[src/verilog/cbu_pkg.sv]
/*
  Shared types and constants of the compare, skip and branch unit.
  Assumes an 8-bit core whose decoder hands over operand values already
  read from the working registers and the low I/O registers.
*/
package cbu_pkg;
  // Program counter width in words
  localparam int PC_W = 11;
  // Status register bit positions
  localparam int SB_C = 0;
  localparam int SB_Z = 1;
  localparam int SB_N = 2;
  localparam int SB_V = 3;
  localparam int SB_S = 4;
  localparam int SB_H = 5;
  localparam int SB_T = 6;
  localparam int SB_I = 7;
  localparam logic [7:0] STATUS_RESET = 8'h00;
  // Register port word indices
  localparam logic [1:0] REG_STATUS = 2'h0;
  localparam logic [1:0] REG_TGT_LO = 2'h1;
  localparam logic [1:0] REG_TGT_HI = 2'h2;
  localparam logic [1:0] REG_TAKEN = 2'h3;
  // Program counter steps and cycle counts
  localparam logic [PC_W-1:0] SKIP_SHORT = 11'h002;
  localparam logic [PC_W-1:0] SKIP_LONG = 11'h003;
  localparam logic [PC_W-1:0] BR_BIAS = 11'h001;
  localparam logic [1:0] CYC_PLAIN = 2'h1;
  localparam logic [1:0] CYC_TAKEN = 2'h2;
  localparam logic [1:0] CYC_LONG = 2'h3;

  typedef enum logic [4:0] {
    OP_COMPARE_REGS, OP_COMPARE_REGS_WITH_BORROW, OP_COMPARE_IMMEDIATE,
    OP_COMPARE_THEN_SKIP_ON_EQUAL, OP_SKIP_IF_REG_BIT_LOW, OP_SKIP_IF_REG_BIT_HIGH,
    OP_SKIP_IF_IO_BIT_LOW, OP_SKIP_IF_IO_BIT_HIGH,
    OP_BRANCH_ON_STATUS_BIT_HIGH, OP_BRANCH_ON_STATUS_BIT_LOW,
    OP_BRANCH_ON_EQUAL, OP_BRANCH_ON_UNEQUAL, OP_BRANCH_ON_CARRY_HIGH,
    OP_BRANCH_ON_CARRY_LOW, OP_BRANCH_ON_UNSIGNED_GE, OP_BRANCH_ON_UNSIGNED_LT,
    OP_BRANCH_ON_NEGATIVE, OP_BRANCH_ON_POSITIVE, OP_BRANCH_ON_SIGNED_GE,
    OP_BRANCH_ON_SIGNED_LT, OP_BRANCH_ON_NIBBLE_CARRY_HIGH,
    OP_BRANCH_ON_NIBBLE_CARRY_LOW, OP_BRANCH_ON_SPARE_BIT_HIGH,
    OP_BRANCH_ON_SPARE_BIT_LOW, OP_BRANCH_ON_WRAP_HIGH, OP_BRANCH_ON_WRAP_LOW,
    OP_BRANCH_ON_IRQ_ON, OP_BRANCH_ON_IRQ_OFF
  } cbu_op_t;

  typedef enum logic {CBU_IDLE, CBU_STALL} cbu_state_t;

  typedef struct packed {
    cbu_op_t op;
    logic [7:0] opa;
    logic [7:0] opb;
    logic [2:0] bit_sel;
    logic [7:0] io_val;
    logic [6:0] offset;
    logic [PC_W-1:0] pc;
    logic next_two_word;
  } cbu_req_t;

  typedef struct packed {
    logic done;
    logic pc_load;
    logic flush;
    logic [PC_W-1:0] pc_target;
  } cbu_res_t;

  typedef struct packed {
    cbu_state_t st;
    logic [1:0] stall;
    logic [7:0] status;
    cbu_res_t res;
    logic [7:0] rdata;
    logic [7:0] taken_cnt;
  } cbu_regs_t;
endpackage

[src/verilog/cbu_compare_skip_branch.sv]
/*
  Compare, conditional skip and relative branch execution unit.
  Assumes the decoder drives one request at a time on the core clock,
  with operand values, the skip length and the instruction's own address.
*/
// Design decisions made here: the address map and the address-and-strobe port.
// Notes on behaviour
// - Register compare subtracts, keeps no result, sets Z N V C H, one cycle.
// - Compare with borrow also subtracts carry, same five flags, one cycle.
// - Immediate compare subtracts a constant, same five flags, one cycle.
// - Compare-and-skip skips when equal, no flags, one to three cycles.
// - Register bit skips test a working register bit low or high.
// - I/O bit skips test a bit of an I/O register low or high.
// - Status bit branches jump to pc plus offset plus one when matched.
// - Equality branches follow the zero flag, one or two cycles.
// - Carry branches follow the carry flag, flags untouched.
// - Unsigned ge equals carry low, unsigned lt equals carry high.
// - Sign branches follow the negative flag.
// - Signed branches test negative xor overflow.
// - Nibble carry branches follow the half carry flag.
// - Spare bit branches follow the copy flag.
// - Wrap branches follow the overflow flag.
// - Interrupt branches follow the global enable flag.
`timescale 1ns/100ps
module cbu_compare_skip_branch
  import cbu_pkg::*;
(
  // Clock and reset
  input wire logic core_clk,
  input wire logic rst_n,
  // Instruction request
  input wire logic req_valid,
  input wire cbu_req_t req,
  output logic req_ready,
  // Result towards fetch
  output cbu_res_t res_o,
  output logic [7:0] status_o,
  // Register port
  input wire logic [1:0] reg_addr,
  input wire logic [7:0] reg_wdata,
  input wire logic reg_wr,
  input wire logic reg_rd,
  output logic [7:0] reg_rdata
);

  cbu_regs_t q;
  cbu_regs_t d;
  logic accept;
  logic is_cmp;
  logic cin;
  logic [8:0] diff;
  logic [7:0] r;
  logic hit;
  logic is_skip;
  logic is_br;
  logic [PC_W-1:0] br_tgt;
  logic [PC_W-1:0] skip_tgt;
  logic [1:0] cycles;

  // Handshake is combinational; a stall holds new requests off
  assign accept = req_valid && req_ready;
  assign req_ready = (q.st == CBU_IDLE);
  assign res_o = q.res;
  assign status_o = q.status;
  assign reg_rdata = q.rdata;

  // Subtractor shared by the three compares
  assign is_cmp = (req.op == OP_COMPARE_REGS) || (req.op == OP_COMPARE_REGS_WITH_BORROW)
    || (req.op == OP_COMPARE_IMMEDIATE);
  assign cin = (req.op == OP_COMPARE_REGS_WITH_BORROW) ? q.status[SB_C] : 1'b0;
  assign diff = {1'b0, req.opa} - {1'b0, req.opb} - {8'h00, cin};
  assign r = diff[7:0];

  // Condition of the skips and branches
  always_comb begin
    hit = 1'b0;
    is_skip = 1'b0;
    is_br = 1'b1;
    unique case (req.op)
      OP_COMPARE_REGS, OP_COMPARE_REGS_WITH_BORROW, OP_COMPARE_IMMEDIATE: begin
        is_br = 1'b0;
      end
      OP_COMPARE_THEN_SKIP_ON_EQUAL: begin
        is_br = 1'b0;
        is_skip = 1'b1;
        hit = (req.opa == req.opb);
      end
      OP_SKIP_IF_REG_BIT_LOW: begin
        is_br = 1'b0;
        is_skip = 1'b1;
        hit = ~req.opa[req.bit_sel];
      end
      OP_SKIP_IF_REG_BIT_HIGH: begin
        is_br = 1'b0;
        is_skip = 1'b1;
        hit = req.opa[req.bit_sel];
      end
      OP_SKIP_IF_IO_BIT_LOW: begin
        is_br = 1'b0;
        is_skip = 1'b1;
        hit = ~req.io_val[req.bit_sel];
      end
      OP_SKIP_IF_IO_BIT_HIGH: begin
        is_br = 1'b0;
        is_skip = 1'b1;
        hit = req.io_val[req.bit_sel];
      end
      OP_BRANCH_ON_STATUS_BIT_HIGH: hit = q.status[req.bit_sel];
      OP_BRANCH_ON_STATUS_BIT_LOW: hit = ~q.status[req.bit_sel];
      OP_BRANCH_ON_EQUAL: hit = q.status[SB_Z];
      OP_BRANCH_ON_UNEQUAL: hit = ~q.status[SB_Z];
      // carry flag; unsigned aliases share it
      OP_BRANCH_ON_CARRY_HIGH, OP_BRANCH_ON_UNSIGNED_LT: hit = q.status[SB_C];
      OP_BRANCH_ON_CARRY_LOW, OP_BRANCH_ON_UNSIGNED_GE: hit = ~q.status[SB_C];
      OP_BRANCH_ON_NEGATIVE: hit = q.status[SB_N];
      OP_BRANCH_ON_POSITIVE: hit = ~q.status[SB_N];
      // sign xor wrap, not the stored sign bit
      OP_BRANCH_ON_SIGNED_GE: hit = ~(q.status[SB_N] ^ q.status[SB_V]);
      OP_BRANCH_ON_SIGNED_LT: hit = q.status[SB_N] ^ q.status[SB_V];
      OP_BRANCH_ON_NIBBLE_CARRY_HIGH: hit = q.status[SB_H];
      OP_BRANCH_ON_NIBBLE_CARRY_LOW: hit = ~q.status[SB_H];
      OP_BRANCH_ON_SPARE_BIT_HIGH: hit = q.status[SB_T];
      OP_BRANCH_ON_SPARE_BIT_LOW: hit = ~q.status[SB_T];
      OP_BRANCH_ON_WRAP_HIGH: hit = q.status[SB_V];
      OP_BRANCH_ON_WRAP_LOW: hit = ~q.status[SB_V];
      OP_BRANCH_ON_IRQ_ON: hit = q.status[SB_I];
      OP_BRANCH_ON_IRQ_OFF: hit = ~q.status[SB_I];
      default: is_br = 1'b0;
    endcase
  end

  assign br_tgt = req.pc + {{(PC_W-7){req.offset[6]}}, req.offset} + BR_BIAS;
  // two or three words depending on the skipped length
  assign skip_tgt = req.pc + (req.next_two_word ? SKIP_LONG : SKIP_SHORT);

  // Cycle count of the accepted instruction
  always_comb begin
    cycles = CYC_PLAIN;
    if (hit && is_br) begin
      cycles = CYC_TAKEN;
    end else if (hit && is_skip) begin
      // longer skip costs one more cycle
      cycles = req.next_two_word ? CYC_LONG : CYC_TAKEN;
    end
  end

  // Next state of the whole unit
  always_comb begin
    d = q;
    d.res.done = 1'b0;
    d.res.pc_load = 1'b0;
    d.res.flush = 1'b0;
    d.rdata = 8'h00;
    // Software write to status; a compare in the same cycle wins below for Z N V C H only
    if (reg_wr && reg_addr == REG_STATUS) begin
      d.status = reg_wdata;
    end
    if (reg_rd) begin
      unique case (reg_addr)
        REG_STATUS: d.rdata = q.status;
        REG_TGT_LO: d.rdata = q.res.pc_target[7:0];
        REG_TGT_HI: d.rdata = {5'h00, q.res.pc_target[PC_W-1:8]};
        REG_TAKEN: d.rdata = q.taken_cnt;
      endcase
    end
    unique case (q.st)
      CBU_IDLE: begin
        if (accept) begin
          d.res.done = 1'b1;
          if (is_cmp) begin
            d.status[SB_N] = r[7];
            d.status[SB_C] = diff[8];
            d.status[SB_V] = (req.opa[7] & ~req.opb[7] & ~r[7])
              | (~req.opa[7] & req.opb[7] & r[7]);
            d.status[SB_H] = (~req.opa[3] & req.opb[3]) | (req.opb[3] & r[3])
              | (r[3] & ~req.opa[3]);
            // borrow compare chains zero so multi-byte compares work
            if (req.op == OP_COMPARE_REGS_WITH_BORROW) begin
              d.status[SB_Z] = (r == 8'h00) & q.status[SB_Z];
            end else begin
              // plain and immediate compares set zero directly
              d.status[SB_Z] = (r == 8'h00);
            end
          end
          // redirect fetch and drop the prefetched word
          if (hit) begin
            d.res.pc_load = 1'b1;
            d.res.flush = 1'b1;
            d.res.pc_target = is_br ? br_tgt : skip_tgt;
            d.taken_cnt = q.taken_cnt + 8'h01;
          end
          if (cycles != CYC_PLAIN) begin
            d.st = CBU_STALL;
            d.stall = cycles - CYC_PLAIN;
          end
        end
      end
      CBU_STALL: begin
        // Hold the core off while fetch refills
        d.stall = q.stall - 2'h1;
        if (q.stall == 2'h1) begin
          d.st = CBU_IDLE;
        end
      end
    endcase
  end

  // State register
  always_ff @(posedge core_clk) begin
    if (!rst_n) begin
      q <= '{st: CBU_IDLE, stall: 2'h0, status: STATUS_RESET, res: '0, rdata: 8'h00,
        taken_cnt: 8'h00};
    end else begin
      q <= d;
    end
  end
endmodule

[config.mk]
export PLATFORM = sky130hd
export DESIGN_NAME = cbu_compare_skip_branch
export DESIGN_NICKNAME = d
export VERILOG_FILES = /design/src/verilog/cbu_pkg.sv /design/src/verilog/cbu_compare_skip_branch.sv
export SDC_FILE = /design/constraint.sdc
export NUM_CORES = 1
export LEC_CHECK = 0
export BUFFER_PORTS_ARGS = -buffer_cell sky130_fd_sc_hd__clkbuf_2
export CAP_MARGIN = 10
export CORE_MARGIN = 10
export CORE_UTILIZATION = 59
export DETAILED_ROUTE_END_ITERATION = 10
export HOLD_SLACK_MARGIN = 0.08
export PLACE_DENSITY = 0.88
export SLEW_MARGIN = 20
export SYNTH_ARGS = -nofsm -noshare
export SYNTH_HDL_FRONTEND = slang
export SYNTH_SLANG_ARGS = --single-unit
[constraint.sdc]
create_clock -name core_clk -period 4.8 [get_ports core_clk]
set_clock_uncertainty 0.1 [all_clocks]
set_input_delay 0.24 -clock core_clk [delete_from_list [all_inputs] [get_ports core_clk]]
set_output_delay 0.24 -clock core_clk [all_outputs]
set_load 0.1 [all_outputs]
**Word level (Yosys, flattened, before mapping)**

Cells that the tools add are included.

- $add $sub $neg: 8
- $lt $le $gt $ge: 1
- Equality and inequality tests: 35
- Muxes and demuxes: 29
- Bitwise gates (word level): 30
- Reduce and logical (&&, ||, !) cells: 18

Operator list:

| operator | count |
|---|---|
| == test 5 bit, second input constant | 12 |
| == test 5 x 4 -> 1 bit, second input constant | 8 |
| 2-to-1 mux 18 bit | 2 |
| one-hot mux 8 bit (4 select lines) | 1 |
| one-hot mux 1 bit (23 select lines) | 1 |
| == test 5 x 3 -> 1 bit, second input constant | 4 |
| OR reduction 20 bit | 1 |
| inverter 1 bit | 18 |
| 2-to-1 mux 1 bit | 13 |
| 2-to-1 mux 13 bit | 1 |
| adder 11 x 1 -> 11 bit, second input constant | 1 |
| adder 11 bit | 1 |
| adder 11 x 2 -> 11 bit | 1 |
| 2-to-1 mux 11 bit | 1 |
| == test 5 x 2 -> 1 bit, second input constant | 2 |
| binary-select mux 1 bit (select 3 bit) | 3 |
| subtractor 8 x 8 -> 9 bit | 1 |
| subtractor 9 x 1 -> 9 bit | 1 |
| adder 8 x 1 -> 8 bit, second input constant | 1 |
| bitwise AND 1 bit | 8 |
| == test 8 bit | 1 |
| logical NOT 8 bit | 1 |
| 2-to-1 mux 3 bit | 2 |
| 2-to-1 mux 6 bit | 1 |
| other kinds (20) | 35 |

- Flip-flop bits (word level): 41
- Word-level logic and storage cells: 131

**Depth between registers and ports, before layout**

- Depth in word-level cells: 11
- Gate-level depth with buffers: 15
- Gate-level depth less buffers: 14

**Worst setup path before layout**

No wires, ideal clock.

- Path type: input to register
- From: input req[28] (netlist bit)
- To: register q[38] (netlist bit)
- Arrival time: 2.903 ns
- Data required time: 4.580 ns
- Slack: 1.677 ns
- Stages on the path: 13
- Path buffers: 3
- Cells stage by stage: buf_6 -> mux4_1 -> mux2i_1 -> mux2_4 -> a2111oi_2 -> o211ai_4 -> inv_6 -> buf_6 -> buf_8 -> ha_1 -> nand2b_1 -> a2111oi_0 -> o31a_1

- Cells in the longest elaborated chain, start to end: 11

Ends and longest elaborated chain:

| what | RTL line | source |
|---|---|---|
| from (decl) | cbu_compare_skip_branch.sv:33 | `input wire cbu_req_t req,` |
| binary-select mux 1 bit (select 3 bit), on equally long branches | n/a |  |
| 2-to-1 mux 1 bit, on equally long branches | n/a |  |
| inverter 1 bit, on equally long branches | cbu_compare_skip_branch.sv:109, cbu_compare_skip_branch.sv:91, cbu_compare_skip_branch.sv:101 |  |
| one-hot mux 1 bit (23 select lines) * | cbu_compare_skip_branch.sv:79 | `unique case (req.op)` |
| logical AND 1 bit | cbu_compare_skip_branch.sv:141 | `end else if (hit && is_skip) begin` |
| 2-to-1 mux 2 bit | cbu_compare_skip_branch.sv:141 |  |
| 2-to-1 mux 2 bit * | cbu_compare_skip_branch.sv:139 | `if (hit && is_br) begin` |
| subtractor 2 x 1 -> 2 bit | cbu_compare_skip_branch.sv:194 | `d.stall = cycles - CYC_PLAIN;` |
| 2-to-1 mux 3 bit | cbu_compare_skip_branch.sv:192 | `if (cycles != CYC_PLAIN) begin` |
| 2-to-1 mux 3 bit | cbu_compare_skip_branch.sv:168 | `if (accept) begin` |
| one-hot mux 3 bit (2 select lines) | cbu_compare_skip_branch.sv:166 | `unique case (q.st)` |
| to (signal assigned) | cbu_compare_skip_branch.sv:211 | `q <= '{st: CBU_IDLE, stall: 2'h0, status: STATUS_RESET, res: '0, rdata: 8'h00,` |
| to (decl) | cbu_compare_skip_branch.sv:46 | `cbu_regs_t q;` |

Every way passes the cells marked *; elsewhere a longest branch is shown, timed or not. The select of a mux whose other input is x is not followed.
A chain may end at the register's enable or synchronous reset.

**Worst setup path after layout**

- From: register q, in the netlist status_o[0]
- To: register q[38] (netlist bit)

- Cells in the longest elaborated chain, start to end: 11

Ends and longest elaborated chain:

| what | RTL line | source |
|---|---|---|
| binary-select mux 1 bit (select 3 bit) | cbu_compare_skip_branch.sv:108, cbu_compare_skip_branch.sv:109 |  |
| 2-to-1 mux 1 bit (not written as such) | cbu_compare_skip_branch.sv:108, cbu_compare_skip_branch.sv:109 |  |
| inverter 1 bit | cbu_compare_skip_branch.sv:109 | `OP_BRANCH_ON_STATUS_BIT_LOW: hit = ~q.status[req.bit_sel];` |
| one-hot mux 1 bit (23 select lines) * | cbu_compare_skip_branch.sv:79 |  |
| logical AND 1 bit | cbu_compare_skip_branch.sv:141 |  |
| 2-to-1 mux 2 bit | cbu_compare_skip_branch.sv:141 |  |
| 2-to-1 mux 2 bit * | cbu_compare_skip_branch.sv:139 |  |
| subtractor 2 x 1 -> 2 bit | cbu_compare_skip_branch.sv:194 |  |
| 2-to-1 mux 3 bit | cbu_compare_skip_branch.sv:192 |  |
| 2-to-1 mux 3 bit | cbu_compare_skip_branch.sv:168 |  |
| one-hot mux 3 bit (2 select lines) | cbu_compare_skip_branch.sv:166 |  |

Marked as above.

==> flow_summary_export.csv <==
group,metric,value,unit
die,start_util,60.1,%
route,drc,0,
cts,postCtsSetupRepairBufs,0,
route,ant_nets,0,
global_routing,grt_pass1_vias,3551,
die,die_area,0.00999,mm²
synth,syn_nets,551,
worst_hold_path,hp-class,"in -> reg",
placement,numPortBuffers,96,
critical_path,critPathKind,"reg -> reg",
synth,ys_warn_count,0,
synth,synth-seq-cells,40,
cts,cts_buffers,5,
die,rows,29,
layout,final_cell_area,0.00413,mm²
route,num_vias,3497,
global_routing,global_route.usage.met3,4.26,%
pwr,ir_worst_vdd,0.204,mV
global_routing,grt_pass1_wl,16200,µm
synth,yosysTopAreaCellShare,21.2,%
pwr,power_density,254,mW/mm²
die,die_h,100,µm
timing,drv_slew,0,
timing,worst_pin_slew,757,ps
placement,hpwl,8100,µm
cts,htree_num_levels,2,
critical_path,cp.arrival,3300,ps
cts,cts_num_sinks,40,
route,firstDrtPassIters,4,
cts,cts.repair.resized,0,
layout,antenna_cells,0,
layout,synthToLayoutAreaGrowth,9.49,%
timing,finalSetupViolCount,0,
synth,yosysMostFrequentCell,"dfxtp_1",
timing,period_share,65.7,%
critical_path,timing.rr.end,"q[38]$_SDFFE_PN0P_",
critical_path,r2r_slack,1640,ps
placement,finalWeightedCongestion,0.911,
global_routing,grt_max_degree,28,
critical_path,critical_path.startpoint_type,"register",
route,wirelength,9970,µm
critical_path,worst_r2r_path_depth,10,
layout,drive_gt1_share,23.8,%
die,dieWidth,100,µm
global_routing,grt.total_usage,19.2,%
layout,post-route-util,65.8,%
global_routing,top_usage_layer,"met2",
global_routing,use_met2,34.2,%
timing,maxSlewHeadroom,49.5,%
cts,clockBufferDepth,2,
run,max-cap-violations,0,
cts,hold_buffers,0,
global_routing,grt_antenna_before_repair,0,
critical_path,setup.worst_path.end,"q[38]$_SDFFE_PN0P_",
cts,cts.clk_slew.worst_paths,80,ps
critical_path,critPathCaptureType,"register",
synth,netlist_area,0.00377,mm²
critical_path,critPathMaxFanout,23,
die,pin_count,97,
global_routing,met1_usage,22.3,%
die,design.core.area,0.00628,mm²
critical_path,r2r-start,"status_o[0]$_SDFF_PN0_",
synth,netlist.top_cell.by_area,"dfxtp_1",
route,wire_per_inst,17.0,µm
timing,tns,0,ps
timing,rsz0062_at_grt,"no",
synth,synth_ff_type,"dfxtp_1",
cts,insertion_delay,300,ps
synth,ys_top_cells_by_count,"40 x dfxtp_1, 37 x nand2_1, 33 x inv_1, 31 x buf_4, 30 x ha_1",
critical_path,critPathRequiredTime,4940,ps
synth,synth_area_per_cell,8.34,µm²
synth,synth_area_leaders,"dfxtp_1 21%, ha_1 10%, buf_4 6.2%",
pwr,leakage,0.00187,µW
status,status,"completed",
synth,synth_edf_count,0,
critical_path,startpoint,"status_o[0]$_SDFF_PN0_",
route,vias_per_cell,5.97,
timing,fin_crit,3160,ps
timing,timing.fmax,317,MHz
global_routing,grt-ovfl-total,0,
cts,root_buffer,"clkbuf_8",
synth,async_flop_share,0,%
synth,yosysSeqAreaShare,21.2,%
synth,syn-instance-count,452,
cts,cts_tree,"done",
timing,timing_hold_violations_final,0,
placement,placed_area,0.00404,mm²
route,drt_iter0_drc,175,
synth,netlist-cell-type-count,62,
layout,nets,607,
==> logic make-up (layout without fill, tap and decap cells) <==
group	count (synthesis)	after routing	share of synthesized area (%)
fa+ha+maj	33	33	11.5
compound gates	98	98	17.7
xor+xnor	29	29	6.74
simple gates	133	133	17.7
mux	34	34	12.7
buf+inv	85	142	12.5
flops	40	40	21.2
==> where the power goes <==
part,internal [µW],switching (µW)
Clock,115,117
Combinational,155,293
Sequential,350,20.0
==> state kept, by name, summed over array words and instances (netlist names) <==
register,count
q,11
reg_rdata,8
status_o,8
res_o,13
==> critical path, stage by stage, from the launching register on <==
cell and delay, ps:
dfxtp_1 410, mux4_1 530, mux2i_1 170, xnor2_1 140, nand4_1 170, o211ai_4 230, inv_6 140, ha_1 240
nand2b_1 200, a2111oi_0 550, o31a_1 220
==> area by class of cell <==
| class | instances | area [µm²] |
|---|---|---|
| Fill cell | 526 | 2150 |
| Clock buffer | 6 | 82.6 |
| Multi-Input combinational cell | 327 | 2500 |
| Tap cell | 77 | 96.3 |
| Timing Repair Buffer | 99 | 503 |
| Clock inverter | 2 | 10.0 |
| Inverter | 35 | 136 |
| Sequential cell | 40 | 801 |
==> how the worst min path moves through the flow <==
stage	startpoint	to	slack [ps]	depth (start not counted)
after global placement	q[39]$_SDFFE_PN0P_	q[39]$_SDFFE_PN0P_	370	2
after floorplan	reg_wdata[4]	status_o[4]$_SDFFE_PN0P_	290	2
after global routing	reg_wdata[6]	status_o[6]$_SDFFE_PN0P_	100	3
final	reg_wdata[6]	status_o[6]$_SDFFE_PN0P_	100	3
after detailed placement	q[39]$_SDFFE_PN0P_	q[39]$_SDFFE_PN0P_	380	2
after CTS	reg_wdata[6]	status_o[6]$_SDFFE_PN0P_	90	3
==> routing by layer <==
metal,vias to the layer above,wire length (µm)
met2,132,4940
met1,1638,4110
met3,17,791
met4,0,126
li1,1710,-
met5,-,0
==> per-stage QoR <==
stage	worst slack [ps]	hold WS (ps)	instances	total power [µW]
global route	1450	102	586	1100
floorplan	1680	288	452	739
detailed placement	1430	382	578	821
global placement	1570	375	578	807
finish	1640	95.5	586	1050
CTS	1650	94.0	586	1050
==> cells in the final DEF (no fill, tap or decap), types with 9 or more instances in the layout <==
| cell type | n |
|---|---|
| nand2_1 | 37 |
| ha_1 | 30 |
| xor2_1 | 9 |
| inv_1 | 33 |
| o21ai_0 | 14 |
| clkbuf_2 | 96 |
| nand3_1 | 11 |
| dfxtp_1 | 40 |
| a21oi_1 | 28 |
| xnor2_1 | 20 |
| mux2i_1 | 22 |
| nor2_1 | 28 |
| nor3_1 | 11 |
(Power assumes the default switching activity.)
